==> src/rxds_cfg.svh <==
// Purpose: constants for the receive deserializer block
// Assumes: AHB-Lite word registers, byte address = register index * 4
// Notes:   definitions only
`ifndef RXDS_CFG_SVH
`define RXDS_CFG_SVH

// Register indices (byte address is index * 4)
`define RXDS_IDX_CTRL       6'h06
`define RXDS_IDX_INTEN      6'h07
`define RXDS_IDX_STAT       6'h08
`define RXDS_IDX_DATA_A     6'h09
`define RXDS_IDX_DATA_B     6'h0B

// Reset values
`define RXDS_CTRL_RST       4'h3
`define RXDS_INTEN_RST      8'h00

// Control register fields
`define RXDS_CTRL_BYTE_BIT  3
`define RXDS_CTRL_LEN_MSB   2

// Per-channel nibble layout of enable and status registers
`define RXDS_CH_BITS        4
`define RXDS_F_FULL         0
`define RXDS_F_EOF          1
`define RXDS_F_FLOW         2
`define RXDS_F_TOP          3

// Bit count at which a byte is complete
`define RXDS_LAST_BIT       3'h7

`endif

==> src/rxds_pkg.sv <==
// Purpose: shared types of the receive deserializer block
// Assumes: nothing beyond the config header
// Notes:   constants live in rxds_cfg.svh
package rxds_pkg;

	// Receiver assembly state
	typedef enum logic [0:0]
	{
		rxds_ch_idle = 1'b0,
		rxds_ch_asm  = 1'b1
	} rxds_ch_state_t;

	// Bus slave phase
	typedef enum logic [0:0]
	{
		rxds_bus_addr = 1'b0,
		rxds_bus_data = 1'b1
	} rxds_bus_state_t;

	typedef logic [7:0] rxds_byte_t;

endpackage : rxds_pkg

==> src/rxds_chan_if.sv <==
// Purpose: signals between the register side and one channel receiver
// Assumes: single clock domain
// Notes:   ctl is the register side, chan is the receiver
`timescale 1ns/100ps
interface rxds_chan_if;
	logic               bit_tick;
	logic               bit_valid;
	logic               bit_data;
	logic               byte_mode;
	logic [2:0]         eof_len;
	logic               hold_read;
	rxds_pkg::rxds_byte_t hold_data;
	logic               hold_full;
	logic               hold_all_valid;
	logic               full_evt;
	logic               ovf_evt;
	logic               eof_evt;
	logic               ser_bit;
	logic               ser_val;

	modport ctl
	(
		output bit_tick, bit_valid, bit_data, byte_mode, eof_len, hold_read,
		input  hold_data, hold_full, hold_all_valid, full_evt, ovf_evt,
		input  eof_evt, ser_bit, ser_val
	);

	modport chan
	(
		input  bit_tick, bit_valid, bit_data, byte_mode, eof_len, hold_read,
		output hold_data, hold_full, hold_all_valid, full_evt, ovf_evt,
		output eof_evt, ser_bit, ser_val
	);
endinterface : rxds_chan_if

==> src/rxds_chan.sv <==
// Purpose: one channel receiver, byte assembly, frame end, holding register
// Assumes: bit_tick marks one bit time; bit_valid marks a correlation
// Notes:   events are one-cycle pulses registered here
`timescale 1ns/100ps
`include "rxds_cfg.svh"
module rxds_chan
(
	// Clock and reset
	input wire logic  mclk,
	input wire logic  nrst,
	input wire logic  ce,
	// Register side
	rxds_chan_if.chan cif
);

	rxds_pkg::rxds_ch_state_t state_ff;
	rxds_pkg::rxds_byte_t     shift_ff;
	logic [2:0]               cnt_ff;
	logic [3:0]               gap_ff;
	logic [3:0]               nxt_gap;
	logic                     got_bit;
	logic                     byte_done;
	logic                     eof_hit;
	logic                     load;
	rxds_pkg::rxds_byte_t     load_data;

	////////////////////////////////////////////////////////////////////////
	// Bit-time decode
	assign got_bit   = cif.bit_tick & cif.bit_valid;
	assign nxt_gap   = gap_ff + 4'h1;
	// Gap counting only starts once a valid bit was seen
	assign eof_hit   = cif.bit_tick & ~cif.bit_valid
		& (state_ff == rxds_pkg::rxds_ch_asm)
		& (nxt_gap > {1'b0, cif.eof_len});
	assign byte_done = got_bit & (cnt_ff == `RXDS_LAST_BIT)
		& cif.byte_mode;
	// Partial byte moves on frame end only if bits are pending
	assign load      = byte_done
		| (eof_hit & (cnt_ff != 3'h0) & cif.byte_mode);
	assign load_data = byte_done ? {shift_ff[6:0], cif.bit_data} : shift_ff;

	////////////////////////////////////////////////////////////////////////
	// Assembly and gap counter
	always_ff @(posedge mclk or negedge nrst)
	begin
		if (!nrst)
		begin
			state_ff <= rxds_pkg::rxds_ch_idle;
			shift_ff <= 8'h00;
			cnt_ff   <= 3'h0;
			gap_ff   <= 4'h0;
		end
		else if (ce)
		begin
			if (got_bit)
			begin
				// Empty the shifter after a whole byte, so a later
				// partial byte carries no stale upper bits
				if (byte_done)
					shift_ff <= 8'h00;
				else
					shift_ff <= {shift_ff[6:0], cif.bit_data};
				cnt_ff   <= cnt_ff + 3'h1;   // Wraps after a full byte
				gap_ff   <= 4'h0;
				state_ff <= rxds_pkg::rxds_ch_asm;
			end
			else if (eof_hit)
			begin
				state_ff <= rxds_pkg::rxds_ch_idle;
				shift_ff <= 8'h00;
				cnt_ff   <= 3'h0;
				gap_ff   <= 4'h0;
			end
			else if (cif.bit_tick && state_ff == rxds_pkg::rxds_ch_asm)
				gap_ff <= nxt_gap;
		end
	end

	////////////////////////////////////////////////////////////////////////
	// Holding register; a load in the read cycle keeps it full
	always_ff @(posedge mclk or negedge nrst)
	begin
		if (!nrst)
		begin
			cif.hold_data      <= 8'h00;
			cif.hold_full      <= 1'b0;
			cif.hold_all_valid <= 1'b0;
		end
		else if (ce)
		begin
			if (load)
			begin
				cif.hold_data      <= load_data;
				cif.hold_full      <= 1'b1;
				cif.hold_all_valid <= byte_done;
			end
			else if (cif.hold_read)
				cif.hold_full <= 1'b0;
		end
	end

	////////////////////////////////////////////////////////////////////////
	// Event pulses and bit-serial mirror
	always_ff @(posedge mclk or negedge nrst)
	begin
		if (!nrst)
		begin
			cif.full_evt <= 1'b0;
			cif.ovf_evt  <= 1'b0;
			cif.eof_evt  <= 1'b0;
			cif.ser_bit  <= 1'b0;
			cif.ser_val  <= 1'b0;
		end
		else if (ce)
		begin
			cif.full_evt <= load;
			// Unread byte overwritten counts as overflow
			cif.ovf_evt  <= load & cif.hold_full & ~cif.hold_read;
			cif.eof_evt  <= eof_hit;
			if (got_bit)
				cif.ser_bit <= cif.bit_data;
			cif.ser_val  <= got_bit & ~cif.byte_mode;
		end
	end

endmodule : rxds_chan

==> src/rxds_top.sv <==
// Purpose: receive deserializer registers, two channels, interrupt request
// Assumes: AHB-Lite single word transfers, one slave on the bus
// Notes:   every transfer takes one wait state; response always OKAY
//
// Operation
// - Control bit 3 picks byte transfers (1) or raw bit-serial transfers (0).
// - In byte mode the host reads payload one byte per access, whole or partial.
// - Control bits 2:0 hold the frame-end gap length in bit times.
// - Gap bit times are counted only after a valid bit arrived.
// - Frame end moves the partial byte to the holding register.
// - Gap length zero ends the frame at the first invalid bit.
// - Enable bit 7 gates the channel B underflow interrupt.
// - Reading empty channel B data register flags underflow.
// - Enable bit 6 gates the channel B overflow interrupt.
// - Loading channel B holding register before it was read flags overflow.
// - Enable bit 5 gates the channel B frame-end interrupt.
// - Frame end needs one bit, then invalid bits beyond the gap length.
// - Reading the status register clears pending frame-end requests.
// - Enable bit 4 gates the channel B full interrupt.
// - Full rises on every transfer into the holding register.
// - Enable bits 3:0 do the same for channel A.
`timescale 1ns/100ps
`include "rxds_cfg.svh"
module rxds_top
(
	// Clock, reset, clock enable
	input  wire logic        mclk,
	input  wire logic        nrst,
	input  wire logic        ce,
	// AHB-Lite slave
	input  wire logic        hsel,
	input  wire logic [31:0] haddr,
	input  wire logic [1:0]  htrans,
	input  wire logic        hwrite,
	input  wire logic [2:0]  hsize,
	input  wire logic [31:0] hwdata,
	input  wire logic        hready,
	output logic      [31:0] hrdata,
	output logic             hreadyout,
	output logic             hresp,
	// Correlator receivers, bit 0 channel A, bit 1 channel B
	input  wire logic [1:0]  rx_bit_tick,
	input  wire logic [1:0]  rx_bit_valid,
	input  wire logic [1:0]  rx_bit_data,
	// Bit-serial pins toward the host
	output logic             serial_data_pin,
	output logic             serial_data_valid_pin,
	// Interrupt request, active high
	output logic             irq
);

	////////////////////////////////////////////////////////////////////////
	// Address test used by the read mux and by the access side effects
	function automatic logic at_reg(input logic [5:0] idx,
	                                input logic [5:0] want);
		at_reg = (idx == want);
	endfunction : at_reg

	rxds_pkg::rxds_bus_state_t bus_ff;
	logic [5:0]                idx_ff;
	logic                      wr_ff;
	logic [3:0]                ctrl_ff;
	logic [7:0]                inten_ff;
	logic [1:0]                unf_ff;
	logic [1:0]                ovf_ff;
	logic [1:0]                eof_ff;
	logic [1:0]                full_w;
	logic [1:0]                ovf_evt_w;
	logic [1:0]                eof_evt_w;
	logic [1:0]                ser_bit_w;
	logic [1:0]                ser_val_w;
	logic [1:0]                rd_data_w;
	logic [7:0]                pend_w;
	logic [7:0]                stat_w;
	rxds_pkg::rxds_byte_t      hold_w [2];
	logic                      take;
	logic                      in_data;
	logic                      rd_stat;
	logic                      wr_go;
	logic [7:0]                rd_mux;

	////////////////////////////////////////////////////////////////////////
	// Bus decode; hsize is always a word here, so it is not checked
	assign take    = hsel & htrans[1] & hready
		& (bus_ff == rxds_pkg::rxds_bus_addr);
	assign in_data = (bus_ff == rxds_pkg::rxds_bus_data) & ce;
	assign wr_go   = in_data & wr_ff;
	assign rd_stat = in_data & ~wr_ff & at_reg(idx_ff, `RXDS_IDX_STAT);
	assign rd_data_w[0] = in_data & ~wr_ff
		& at_reg(idx_ff, `RXDS_IDX_DATA_A);
	assign rd_data_w[1] = in_data & ~wr_ff
		& at_reg(idx_ff, `RXDS_IDX_DATA_B);

	////////////////////////////////////////////////////////////////////////
	// Channel receivers and their pending flags
	genvar ch;
	generate
		for (ch = 0; ch < 2; ch++)
		begin : g_ch
			rxds_chan_if cif ();

			assign cif.bit_tick   = rx_bit_tick[ch];
			assign cif.bit_valid  = rx_bit_valid[ch];
			assign cif.bit_data   = rx_bit_data[ch];
			assign cif.byte_mode  = ctrl_ff[`RXDS_CTRL_BYTE_BIT];
			assign cif.eof_len    = ctrl_ff[`RXDS_CTRL_LEN_MSB:0];
			assign cif.hold_read  = rd_data_w[ch];
			assign full_w[ch]     = cif.hold_full;
			assign ovf_evt_w[ch]  = cif.ovf_evt;
			assign eof_evt_w[ch]  = cif.eof_evt;
			assign ser_bit_w[ch]  = cif.ser_bit;
			assign ser_val_w[ch]  = cif.ser_val;
			assign hold_w[ch]     = cif.hold_data;

			// Pending nibble: underflow, overflow, frame end, full
			assign pend_w[ch*4 +: 4] = {unf_ff[ch], ovf_ff[ch],
				eof_ff[ch], full_w[ch]};
			assign stat_w[ch*4 +: 4] = {cif.hold_all_valid,
				unf_ff[ch] | ovf_ff[ch], eof_ff[ch], full_w[ch]};

			rxds_chan u_chan
			(
				.mclk (mclk),
				.nrst (nrst),
				.ce   (ce),
				.cif  (cif.chan)
			);

			// Sticky flags; a new event beats the status-read clear
			always_ff @(posedge mclk or negedge nrst)
			begin
				if (!nrst)
				begin
					unf_ff[ch] <= 1'b0;
					ovf_ff[ch] <= 1'b0;
					eof_ff[ch] <= 1'b0;
				end
				else if (ce)
				begin
					if (rd_data_w[ch] && !full_w[ch])
						unf_ff[ch] <= 1'b1;
					else if (rd_stat)
						unf_ff[ch] <= 1'b0;
					if (ovf_evt_w[ch])
						ovf_ff[ch] <= 1'b1;
					else if (rd_stat)
						ovf_ff[ch] <= 1'b0;
					if (eof_evt_w[ch])
						eof_ff[ch] <= 1'b1;
					else if (rd_stat)
						eof_ff[ch] <= 1'b0;
				end
			end
		end
	endgenerate

	////////////////////////////////////////////////////////////////////////
	// Read mux; unmapped addresses read zero, upper bits always zero
	always_comb
	begin
		rd_mux = 8'h00;
		if (at_reg(idx_ff, `RXDS_IDX_CTRL))
			rd_mux = {4'h0, ctrl_ff};
		else if (at_reg(idx_ff, `RXDS_IDX_INTEN))
			rd_mux = inten_ff;
		else if (at_reg(idx_ff, `RXDS_IDX_STAT))
			rd_mux = stat_w;
		else if (at_reg(idx_ff, `RXDS_IDX_DATA_A))
			rd_mux = hold_w[0];
		else if (at_reg(idx_ff, `RXDS_IDX_DATA_B))
			rd_mux = hold_w[1];
	end

	////////////////////////////////////////////////////////////////////////
	// Bus phase tracking; one wait state lets read data come from a flop
	always_ff @(posedge mclk or negedge nrst)
	begin
		if (!nrst)
		begin
			bus_ff    <= rxds_pkg::rxds_bus_addr;
			idx_ff    <= 6'h00;
			wr_ff     <= 1'b0;
			hreadyout <= 1'b1;
			hrdata    <= 32'h0000_0000;
			hresp     <= 1'b0;
		end
		else if (ce)
		begin
			hresp <= 1'b0;   // Every access answers OKAY
			case (bus_ff)
				rxds_pkg::rxds_bus_addr:
				begin
					if (take)
					begin
						idx_ff    <= haddr[7:2];
						wr_ff     <= hwrite;
						hreadyout <= 1'b0;
						bus_ff    <= rxds_pkg::rxds_bus_data;
					end
				end
				rxds_pkg::rxds_bus_data:
				begin
					if (!wr_ff)
						hrdata <= {24'h00_0000, rd_mux};
					hreadyout <= 1'b1;
					bus_ff    <= rxds_pkg::rxds_bus_addr;
				end
				default:
				begin
					hreadyout <= 1'b1;
					bus_ff    <= rxds_pkg::rxds_bus_addr;
				end
			endcase
		end
	end

	////////////////////////////////////////////////////////////////////////
	// Writable registers; the reserved control bits are not stored
	always_ff @(posedge mclk or negedge nrst)
	begin
		if (!nrst)
		begin
			ctrl_ff  <= `RXDS_CTRL_RST;
			inten_ff <= `RXDS_INTEN_RST;
		end
		else if (ce && wr_go)
		begin
			if (at_reg(idx_ff, `RXDS_IDX_CTRL))
				ctrl_ff <= hwdata[3:0];
			if (at_reg(idx_ff, `RXDS_IDX_INTEN))
				inten_ff <= hwdata[7:0];
		end
	end

	////////////////////////////////////////////////////////////////////////
	// Interrupt and bit-serial outputs, channel A drives the serial pins
	always_ff @(posedge mclk or negedge nrst)
	begin
		if (!nrst)
		begin
			irq                   <= 1'b0;
			serial_data_pin       <= 1'b0;
			serial_data_valid_pin <= 1'b0;
		end
		else if (ce)
		begin
			irq                   <= |(pend_w & inten_ff);
			serial_data_pin       <= ser_bit_w[0];
			serial_data_valid_pin <= ser_val_w[0];
		end
	end

endmodule : rxds_top

==> config.mk <==
export PLATFORM = sky130hd
export DESIGN_NAME = rxds_top
export DESIGN_NICKNAME = d
export VERILOG_FILES = /design/src/rxds_pkg.sv /design/src/rxds_chan_if.sv /design/src/rxds_chan.sv /design/src/rxds_top.sv
export VERILOG_INCLUDE_DIRS = /design/src
export SDC_FILE = /design/constraint.sdc
export NUM_CORES = 1
export LEC_CHECK = 0
export BUFFER_PORTS_ARGS = -buffer_cell sky130_fd_sc_hd__buf_2
export CAP_MARGIN = 20
export CORE_MARGIN = 10
export CORE_UTILIZATION = 35
export DETAILED_ROUTE_END_ITERATION = 10
export HOLD_SLACK_MARGIN = 0.05
export PLACE_DENSITY = 0.63
export SYNTH_ARGS = -nofsm -noshare
export SYNTH_HDL_FRONTEND = slang
export SYNTH_SLANG_ARGS = --single-unit
export TNS_END_PERCENT = 100
==> constraint.sdc <==
create_clock -name mclk -period 3.5 [get_ports mclk]
set_input_delay 0.7 -clock mclk [delete_from_list [all_inputs] [get_ports mclk]]
set_output_delay 0.7 -clock mclk [all_outputs]
set_load 0.1 [all_outputs]
==> metrics.yaml, run 1 <==
clock_network:
  worst_skew_pair.late_latency_ps: 340
  cts_root_buffer: "clkbuf_16"
  cts_htree_levels: 3
  cts_buffer_depth: 2
  post_cts_resized: 0
  ctsHoldBuffers: 0
  cts_made_buffers: 9
  clkSinkCount: 96
  clk_pin_slew_ps: 60
  post_cts_buffers: 0
  cts_tree: "built"
critical_path:
  path_delay_family: "compound AO/OA/AOI/OAI gates"
  required_ps: 3730
  critPathLaunchType: "flip-flop"
  rr_endpoint: "g_ch[1].u_chan.cif.hold_data[1]"
  crit_slowest_cell: "a21oi_2"
  rrSetupSlack_ps: 790
  crit_top_cell: "ha_1"
  crit_buf_inv: 0
  path_max_fanout: 10
  cp-end-kind: "flip-flop"
  crit_type: "reg2reg"
  startpoint: "g_ch[1].u_chan.gap_ff[0]"
  endpoint: "g_ch[1].u_chan.cif.hold_data[1]"
  r2r-start: "g_ch[1].u_chan.gap_ff[0]"
  path_depth: 8
  max_stage_delay_ps: 470
  rr_worst_depth: 8
  arrival_ps: 2940
  crit_chain: "ha_1 > xor2_1 > ha_1 > and3b_1 > o21ai_0 > nand2_1 > a21oi_2 > mux2_2"
place:
  post_dp_cell_area_mm2: 0.00500
  gp_congestion: 0.862
  io_buffers: 38
  dp_hpwl_mm: 7.53
logic_synthesis:
  async_flop_share_pct: 100
  yosys_register_bits: 96
  avgSynthCellArea_um2: 11.9
  syn_area_mm2: 0.00470
  synth_top_area_share_pct: 49.5
  synth_ff_type: "dfrtp_1"
  yosys.area.top_type: "dfrtp_1"
  syn_inst: 397
  synth.area.top_cells: "dfrtp_1, mux2_2, a22o_1"
  yosysSeqAreaShare_pct: 51.1
  synth-edff-count: 0
  synthTopCellsByCount: "dfrtp_1, mux2_2, nand2_1"
  yosysWarnings: 0
  yosysMostFrequentCell: "dfrtp_1"
  synth_cell_type_count: 45
pwr:
  switchingPower_uw: 1030
  seqPwrFrac_pct: 44.3
  cellLeakagePower_uw: 0.00267
  power_density_mw_per_mm2: 569
  p_int_uw: 1990
  vdd_drop_max_v: 0.000249
  combPwrFrac_pct: 23.0
  swShare_pct: 34.0
  pwr-share-clk_pct: 32.7
global_route:
  track_usage_pct: 10.9
  grt_pass1_wl_mm: 16.1
  grt_pass1_vias: 3124
  grtUsageMet1_pct: 13.6
  grt_overflow: 0
  grt_antenna_before_repair: 1
  grt_max_degree: 44
  grt-busiest-layer: "met2"
  use_met3_pct: 3.73
  use_met2_pct: 16.6
sta:
  finalCritPeriodShare_pct: 77.5
  skew_ps: 8.24
  period_minus_slack_ps: 2710
  drv_slew: 0
  finalHoldViolations: 0
  max_freq_ghz: 0.369
  setup_viol_count_final: 0
  rsz0062_at_grt: "false"
  tightest_slew_ps: 1060
  slew-limit-headroom_pct: 28.5
  setup_tns_ps: 0
floorplan:
  start_util_pct: 35.7
  die_x_um: 136
  dieArea_mm2: 0.0185
  fp.dieH_um: 136
  rows: 42
  pin_count: 118
  core-area_mm2: 0.0132
cells_and_area:
  layout.nets: 532
  fin_area_mm2: 0.00530
  drive_above_1_share_pct: 27.4
  seq_area_mm2: 0.00241
  multiInputGateArea_mm2: 0.00212
  fillCellCount: 1276
  antenna_cells: 0
  area_delta_synth_final_pct: 12.7
route:
  drc: 0
  ant_nets: 0
  drt_wl_total_mm: 9.81
  wl_per_cell_um: 15.9
  vias: 3125
  drt_iter0_drc: 202
  viasPerCell: 5.06
  dr.pass1.iters: 4
status:
  status: "completed"
job:
  cap_violations: 0
min_path:
  hp-class: "in2async"
cell families (layout without fill, tap and decap cells):
| group | Yosys count | count (layout) | synth area share, % |
|---|---|---|---|
| buf+inv | 46 | 67 | 5.77 |
| mux | 58 | 58 | 14.5 |
| compound gates | 87 | 87 | 13.9 |
| other cells | 1 | 25 | 0.0797 |
| xor+xnor | 4 | 4 | 0.745 |
| flops | 96 | 96 | 51.1 |
| simple gates | 91 | 91 | 10.2 |
| fa+ha+maj | 14 | 14 | 3.72 |
power groups by stage:
stage | Clock [uW] | Combinational, uW | Sequential (uW)
after floorplan | 0 | 360 | 1560
after global placement | 0 | 688 | 1350
after detailed placement | 0 | 699 | 1360
after CTS | 1020 | 701 | 1340
after global routing | 1060 | 744 | 1360
final | 988 | 693 | 1340
sequential cells by signal (all words and copies together) (netlist names), 2 cells and up:
register and cells:
g_ch.u_chan.cif.hold_data 16, g_ch.u_chan.shift_ff 16, g_ch.u_chan.gap_ff 8, hrdata 8
inten_ff 8, g_ch.u_chan.cnt_ff 6, idx_ff 6, ctrl_ff 4
eof_ff 2, g_ch.u_chan.cif.eof_evt 2, g_ch.u_chan.cif.hold_all_valid 2, g_ch.u_chan.cif.hold_full 2
g_ch.u_chan.cif.ovf_evt 2, g_ch.u_chan.state_ff 2, ovf_ff 2, pend_w 2
per-layer routing:
metal,up-vias,part of all wire [%]
met3,14,8.9
li1,1499,-
met4,2,1.9
met5,-,0.11
met1,1528,44
met2,82,45
placed cells by master (no fill, tap or decap), types with 8 or more instances in the layout:
cell type  count
dfrtp_1       93
clkbuf_16      9
and3_1         9
o21ai_0       12
a21oi_1       10
mux2_2        48
nor2_1        11
nand2_1       33
ha_1          14
conb_1        25
a21o_1         8
buf_2         37
a22o_1        28
mux2_4         8
inv_1          8
layout make-up:
type	count	area share (%)
tap	176	4.15
multi-input combinational	279	39.9
clock inverter	3	0.755
clock buffer	13	4.91
inverter	8	0.566
timing repair buffer	43	4.34
sequential	96	45.4
how the worst min path moves through the flow:
stage                                          start                          to  slack (ps)
after floorplan                                 nrst                      bus_ff         400
after global placement    g_ch[0].u_chan.cif.ser_bit  g_ch[0].u_chan.cif.ser_bit         460
after detailed placement                   hrdata[6]                   hrdata[6]         470
after CTS                                       nrst             serial_data_pin         340
after global routing                            nrst             serial_data_pin         370
final                                           nrst             serial_data_pin         330
per-stage QoR:
stage               setup slack [ps]  utilization, %  cells  power (uW)  hold slack, ps
finish                           789            40.2    618        3020             332
CTS                              730            40.2    618        3060             343
global placement                 792            37.9    602        2040             460
detailed placement               725            37.9    602        2060             466
floorplan                       1060               -    421        1920             404
global route                     511            40.2    618        3160             368
worst reg2reg max path: stages (launching register included):
cell     delay (ps)
dfrtp_1         410
ha_1            250
xor2_1          180
ha_1            310
and3b_1         180
o21ai_0         240
nand2_1         150
a21oi_2         470
mux2_2          400
Note: power is estimated with default switching activity, not from simulation.
==> run 2, diff against run 1 <==
PLACE_DENSITY = 0.66   (was 0.63)
clock period = 2.4 ns   (was 3.5 ns; I/O delays follow)
==> metrics.yaml, run 2 (synthesis results as in run 1) <==
clock_network:
  worst_skew_pair.late_latency_ps: 340
  cts_root_buffer: "clkbuf_16"
  cts_made_buffers: 9
  cts_tree: "built"
  cts_htree_levels: 3
  clk_pin_slew_ps: 60
  clkSinkCount: 96
  cts_buffer_depth: 2
cells_and_area:
  drive_above_1_share_pct: 33.3
  final_common_cell: "dfrtp_1"
  area_delta_synth_final_pct: 18.7
  stdcell_count: 644
  mostFrequentLayoutCells: "dfrtp_1, mux2_2, buf_2, nand2_1"
  antenna_cells: 0
  reg_top3: "g_ch.u_chan.cif.hold_data: 16 flops, g_ch.u_chan.shift_ff: 16 flops"
  layout.nets: 560
route:
  wl_met1_mm: 4.58
  dr.pass1.iters: 7
  met3_length_um: 974
  highest_layer: "met4"
  drc: 0
  ant_nets: 0
  vias: 3316
  drt_iter0_drc: 322
  viasPerCell: 5.15
  drt_wl_total_mm: 10.7
  met2_length_mm: 4.89
  wl_per_cell_um: 16.7
critical_path:
  rr_worst_depth: 9
  crit_chain: "ha_2 > xor2_1 > ha_1 > a21o_1 > o21ai_2 > nand2_2 > a21oi_4 > buf_6 > mux2_2"
  cp-end-kind: "flip-flop"
  arrival_ps: 2520
  crit_type: "reg2reg"
  r2r-start: "g_ch[1].u_chan.gap_ff[0]"
  rr_endpoint: "g_ch[1].u_chan.cif.hold_data[1]"
  max_stage_delay_ps: 380
  startpoint: "g_ch[1].u_chan.gap_ff[0]"
  crit_slowest_cell: "dfrtp_1"
  critPathLaunchType: "flip-flop"
  required_ps: 2620
  endpoint: "g_ch[1].u_chan.cif.hold_data[1]"
  rrSetupSlack_ps: 100
  path_max_fanout: 5
sta:
  slew-limit-headroom_pct: 65.8
  setup_tns_ps: 0
  finalHoldViolations: 0
  drv_slew: 0
  max_freq_ghz: 0.435
  skew_ps: 6.51
  tightest_slew_ps: 516
  finalCritPeriodShare_pct: 95.8
  period_minus_slack_ps: 2300
  setup_viol_count_final: 0
pwr:
  cellLeakagePower_uw: 0.00283
  power_density_mw_per_mm2: 799
  vdd_drop_max_v: 0.000332
place:
  dp_hpwl_mm: 7.87
  io_buffers: 38
  gp_congestion: 0.837
  dp.cells: 622
floorplan:
  rows: 42
  pin_count: 118
  core-area_mm2: 0.0132
  die_x_um: 136
  dieArea_mm2: 0.0185
  fp.dieH_um: 136
  start_util_pct: 35.7
status:
  status: "completed"
min_path:
  hp-class: "in2reg"
global_route:
  grt_pass1_vias: 3344
  grt_antenna_before_repair: 0
  track_usage_pct: 11.6
  grt_overflow: 0
  grt_max_degree: 60
  grt_pass1_wl_mm: 17.3
job:
  cap_violations: 0
-- run 2: cell types whose count changed in the layout (fill, tap and decap cells not counted), sizes merged --
cell,previous run,this run
buf,43,70
clkinv,2,1
clkinvlp,0,1
clkbuf,13,11
dlygate4sd3,0,1
-- run 2: per-layer routing --
metal / GRT usage (%) / vias to the layer above
met2: 18.2 / 107
li1: - / 1543
met1: 14.2 / 1645
met4: 4.79 / 0
met5: 0 / -
met3: 4.24 / 21
-- run 2: per-stage QoR --
| step | utilization (%) | instance area [um^2] | setup WS [ps] | power (uW) | hold WS, ps |
|---|---|---|---|---|---|
| 2_1_floorplan | - | 4810 | 48.3 | 2810 | 184 |
| 3_3_place_gp | 39.3 | 5180 | -82.9 | 3030 | 333 |
| 3_5_place_dp | 39.3 | 5180 | -126 | 3060 | 338 |
| 4_1_cts | 42.0 | 5530 | 9.66 | 4490 | 351 |
| 5_1_grt | 42.3 | 5590 | -25.0 | 4670 | 373 |
| 6_report | 42.3 | 5590 | 99.7 | 4460 | 358 |
-- run 2: worst max-delay path, delay by kind of cell (launching register included) --
| family | cells | cell delay (ps) |
|---|---|---|
| simple gates | 1 | 100 |
| buf+inv | 1 | 140 |
| fa+ha+maj | 2 | 540 |
| xor+xnor | 1 | 160 |
| flops | 1 | 380 |
| compound gates | 3 | 530 |
| mux | 1 | 330 |
-- run 2: worst min path at each step --
stage,from,to,slack [ps],cells after the start
3_3_place_gp,nrst,g_ch[0].u_chan.cnt_ff[0],330,1
6_report,haddr[2],idx_ff[0],360,3
3_5_place_dp,nrst,g_ch[0].u_chan.cnt_ff[1],340,1
5_1_grt,haddr[6],idx_ff[4],370,2
2_1_floorplan,nrst,bus_ff,180,0
4_1_cts,haddr[2],idx_ff[0],350,3
-- run 2: cell type report --
class                   instances  area (um^2)
inverters                       8         30.0
repair buffers                 71          473
clock inverters                 3         42.5
fillers                      1248         7600
clock buffers                  11          253
well taps                     176          220
flip-flops and latches         96         2410
multi-input cells             279         2160
-- run 2: report_power, final --
part | switching [uW] | total, uW | leakage (uW) | internal, uW
sequential | 146 | 1940 | 0.00127 | 1790
clock | 571 | 1420 | 0.000143 | 851
combinational | 810 | 1100 | 0.00141 | 294
total | 1530 | 4460 | 0.00283 | 2940
-- run 2: what timing repair did --
action,CTS,global route
hold endpoints to repair,11,0
pin swaps,2,7
gates cloned,0,1
endpoints found under the setup margin,27,31
resized for setup,5,12
hold buffers,1,0
buffers inserted,4,2
==> run 3, diff against run 2 <==
ABC_AREA = 1   (was default)
PLACE_DENSITY = 0.65   (was 0.66)
SYNTH_HIERARCHICAL = 1   (was default)
==> metrics.yaml, run 3 <==
status:
  status: "completed"
critical_path:
  path_max_fanout: 10
  critPathLaunchType: "flip-flop"
  rr_worst_depth: 11
  arrival_ps: 2280
  r2r-start: "g_ch[1].u_chan/gap_ff[0]"
  rrSetupSlack_ps: 380
  crit_type: "reg2reg"
  cp-end-kind: "flip-flop"
  rr_endpoint: "g_ch[1].u_chan/cnt_ff[1]"
  required_ps: 2660
route:
  drt_wl_total_mm: 11.9
  drt_iter0_drc: 268
  wl_per_cell_um: 13.8
  dr.pass1.iters: 4
  viasPerCell: 4.69
  ant_nets: 0
  drc: 0
  vias: 4047
clock_network:
  cts_buffer_depth: 2
  cts_tree: "built"
  cts_made_buffers: 9
  cts_root_buffer: "clkbuf_16"
  worst_skew_pair.late_latency_ps: 350
  cts_htree_levels: 3
  clkSinkCount: 96
  clk_pin_slew_ps: 60
sta:
  setup_tns_ps: 0
  skew_ps: 5.63
  drv_slew: 0
  max_freq_ghz: 0.495
  finalWorstSetupSlack_ps: 379
  finalHoldViolations: 0
  rsz0062_at_grt: "false"
  slew-limit-headroom_pct: 60.5
  setup_viol_count_final: 0
  period_minus_slack_ps: 2020
  finalCritPeriodShare_pct: 84.2
  tightest_slew_ps: 590
cells_and_area:
  mostFrequentLayoutCells: "nand2_1, dfrtp_1, nand3_1, inv_1, o21ai_0"
  final_common_cell: "nand2_1"
  drive_above_1_share_pct: 15.9
  area_delta_synth_final_pct: 13.5
  reg_top3: "g_ch.u_chan/cif.hold_data: 16 flops, g_ch.u_chan/shift_ff: 16 flops"
  antenna_cells: 0
  layout.nets: 768
floorplan:
  dieArea_mm2: 0.0199
  rows: 44
  pin_count: 118
  start_util_pct: 35.6
  core-area_mm2: 0.0144
  die_x_um: 141
  fp.dieH_um: 141
place:
  dpl_worst_slack_ps: 361
  gp_congestion: 0.862
  io_buffers: 38
  dp_hpwl_mm: 9.03
job:
  cap_violations: 0
pwr:
  combPwrFrac_pct: 25.3
  total_power_uw: 5100
  swShare_pct: 34.9
  power_density_mw_per_mm2: 875
  switchingPower_uw: 1780
  pwr-share-clk_pct: 32.9
  cellLeakagePower_uw: 0.00318
  p_int_uw: 3320
  vdd_drop_max_v: 0.000387
  seqPwrFrac_pct: 41.7
logic_synthesis:
  syn_area_mm2: 0.00513
  yosysWarnings: 6
  syn_inst: 628
  avgSynthCellArea_um2: 8.17
global_route:
  grt_pass1_vias: 4009
  grt_pass1_wl_mm: 19.9
  grt_antenna_before_repair: 0
  grt_overflow: 0
  track_usage_pct: 12.2
  grt_max_degree: 53
min_path:
  holdPathEnd: "idx_ff[4]"
  hold_depth: 3
  hold_start: "haddr[6]"
  hp-class: "in2reg"
run 3: cell types whose count changed in the layout (fill, tap and decap cells not counted), moves of 8 or more:
cell     before  now
nand4_1       3   11
a21o_1        8    0
mux2_4        9    0
buf_4        28    8
nand2_1      31  207
nor2_1       11   19
nand3_1       6   67
a22o_1       28    1
inv_1         8   65
mux2_2       47    0
o21ai_0       9   49
run 3: worst max path at each step:
stage	from	to	slack [ps]
finish	g_ch[1].u_chan/gap_ff[0]	g_ch[1].u_chan/cnt_ff[1]	380
global route	g_ch[1].u_chan/gap_ff[0]	g_ch[1].u_chan/cnt_ff[1]	170
floorplan	g_ch[0].u_chan/gap_ff[0]	g_ch[0].u_chan/cif.hold_data[0]	620
detailed placement	g_ch[1].u_chan/gap_ff[0]	g_ch[1].u_chan/cnt_ff[1]	360
CTS	g_ch[1].u_chan/gap_ff[0]	g_ch[1].u_chan/cnt_ff[1]	350
global placement	g_ch[0].u_chan/gap_ff[0]	g_ch[0].u_chan/shift_ff[0]	400
run 3: repair_timing:
action,4_1_cts,5_1_grt
endpoints found under the setup margin,0,0
resized for setup,0,0
endpoints found under the hold margin,22,0
setup buffers,0,0
hold buffers,1,0
run 3: layout make-up:
type,instances,area [um^2]
flip-flops and latches,96,2410
well taps,184,230
inverters,67,256
multi-input cells,452,2300
clock inverters,5,103
repair buffers,47,275
clock buffers,11,253
fillers,1447,8600
run 3: through the flow:
step	hold slack (ps)	util (%)	instances	cell area, um^2
2_1_floorplan	184	-	652	5220
3_3_place_gp	417	37.8	845	5460
3_5_place_dp	413	37.8	845	5460
4_1_cts	331	40.4	862	5820
5_1_grt	351	40.4	862	5820
6_report	341	40.4	862	5820
run 3: power by group through the flow:
stage / clock network, uW / logic [uW] / registers, uW
after floorplan: 0 / 802 / 2350
after global placement: 0 / 1260 / 2150
after detailed placement: 0 / 1290 / 2150
after CTS: 1720 / 1310 / 2130
after global routing: 1790 / 1440 / 2170
final: 1680 / 1290 / 2130
run 3: layer usage:
| metal | track usage (%) | wire, um | up-vias |
|---|---|---|---|
| li1 | - | - | 2056 |
| met3 | 3.93 | 663 | 17 |
| met1 | 14.5 | 5200 | 1893 |
| met2 | 20.1 | 5770 | 81 |
| met4 | 4.67 | 233 | 0 |
| met5 | 0 | 0 | - |
run 3: critical path: stages (launching register included):
cell	delay [ps]
dfrtp_1	420
ha_1	330
ha_1	300
nand2_1	70
nand2_1	40
nand2_1	50
nand2_1	40
nand2_1	100
nand2_2	100
nand2_4	140
nand2_1	120
o21ai_0	220
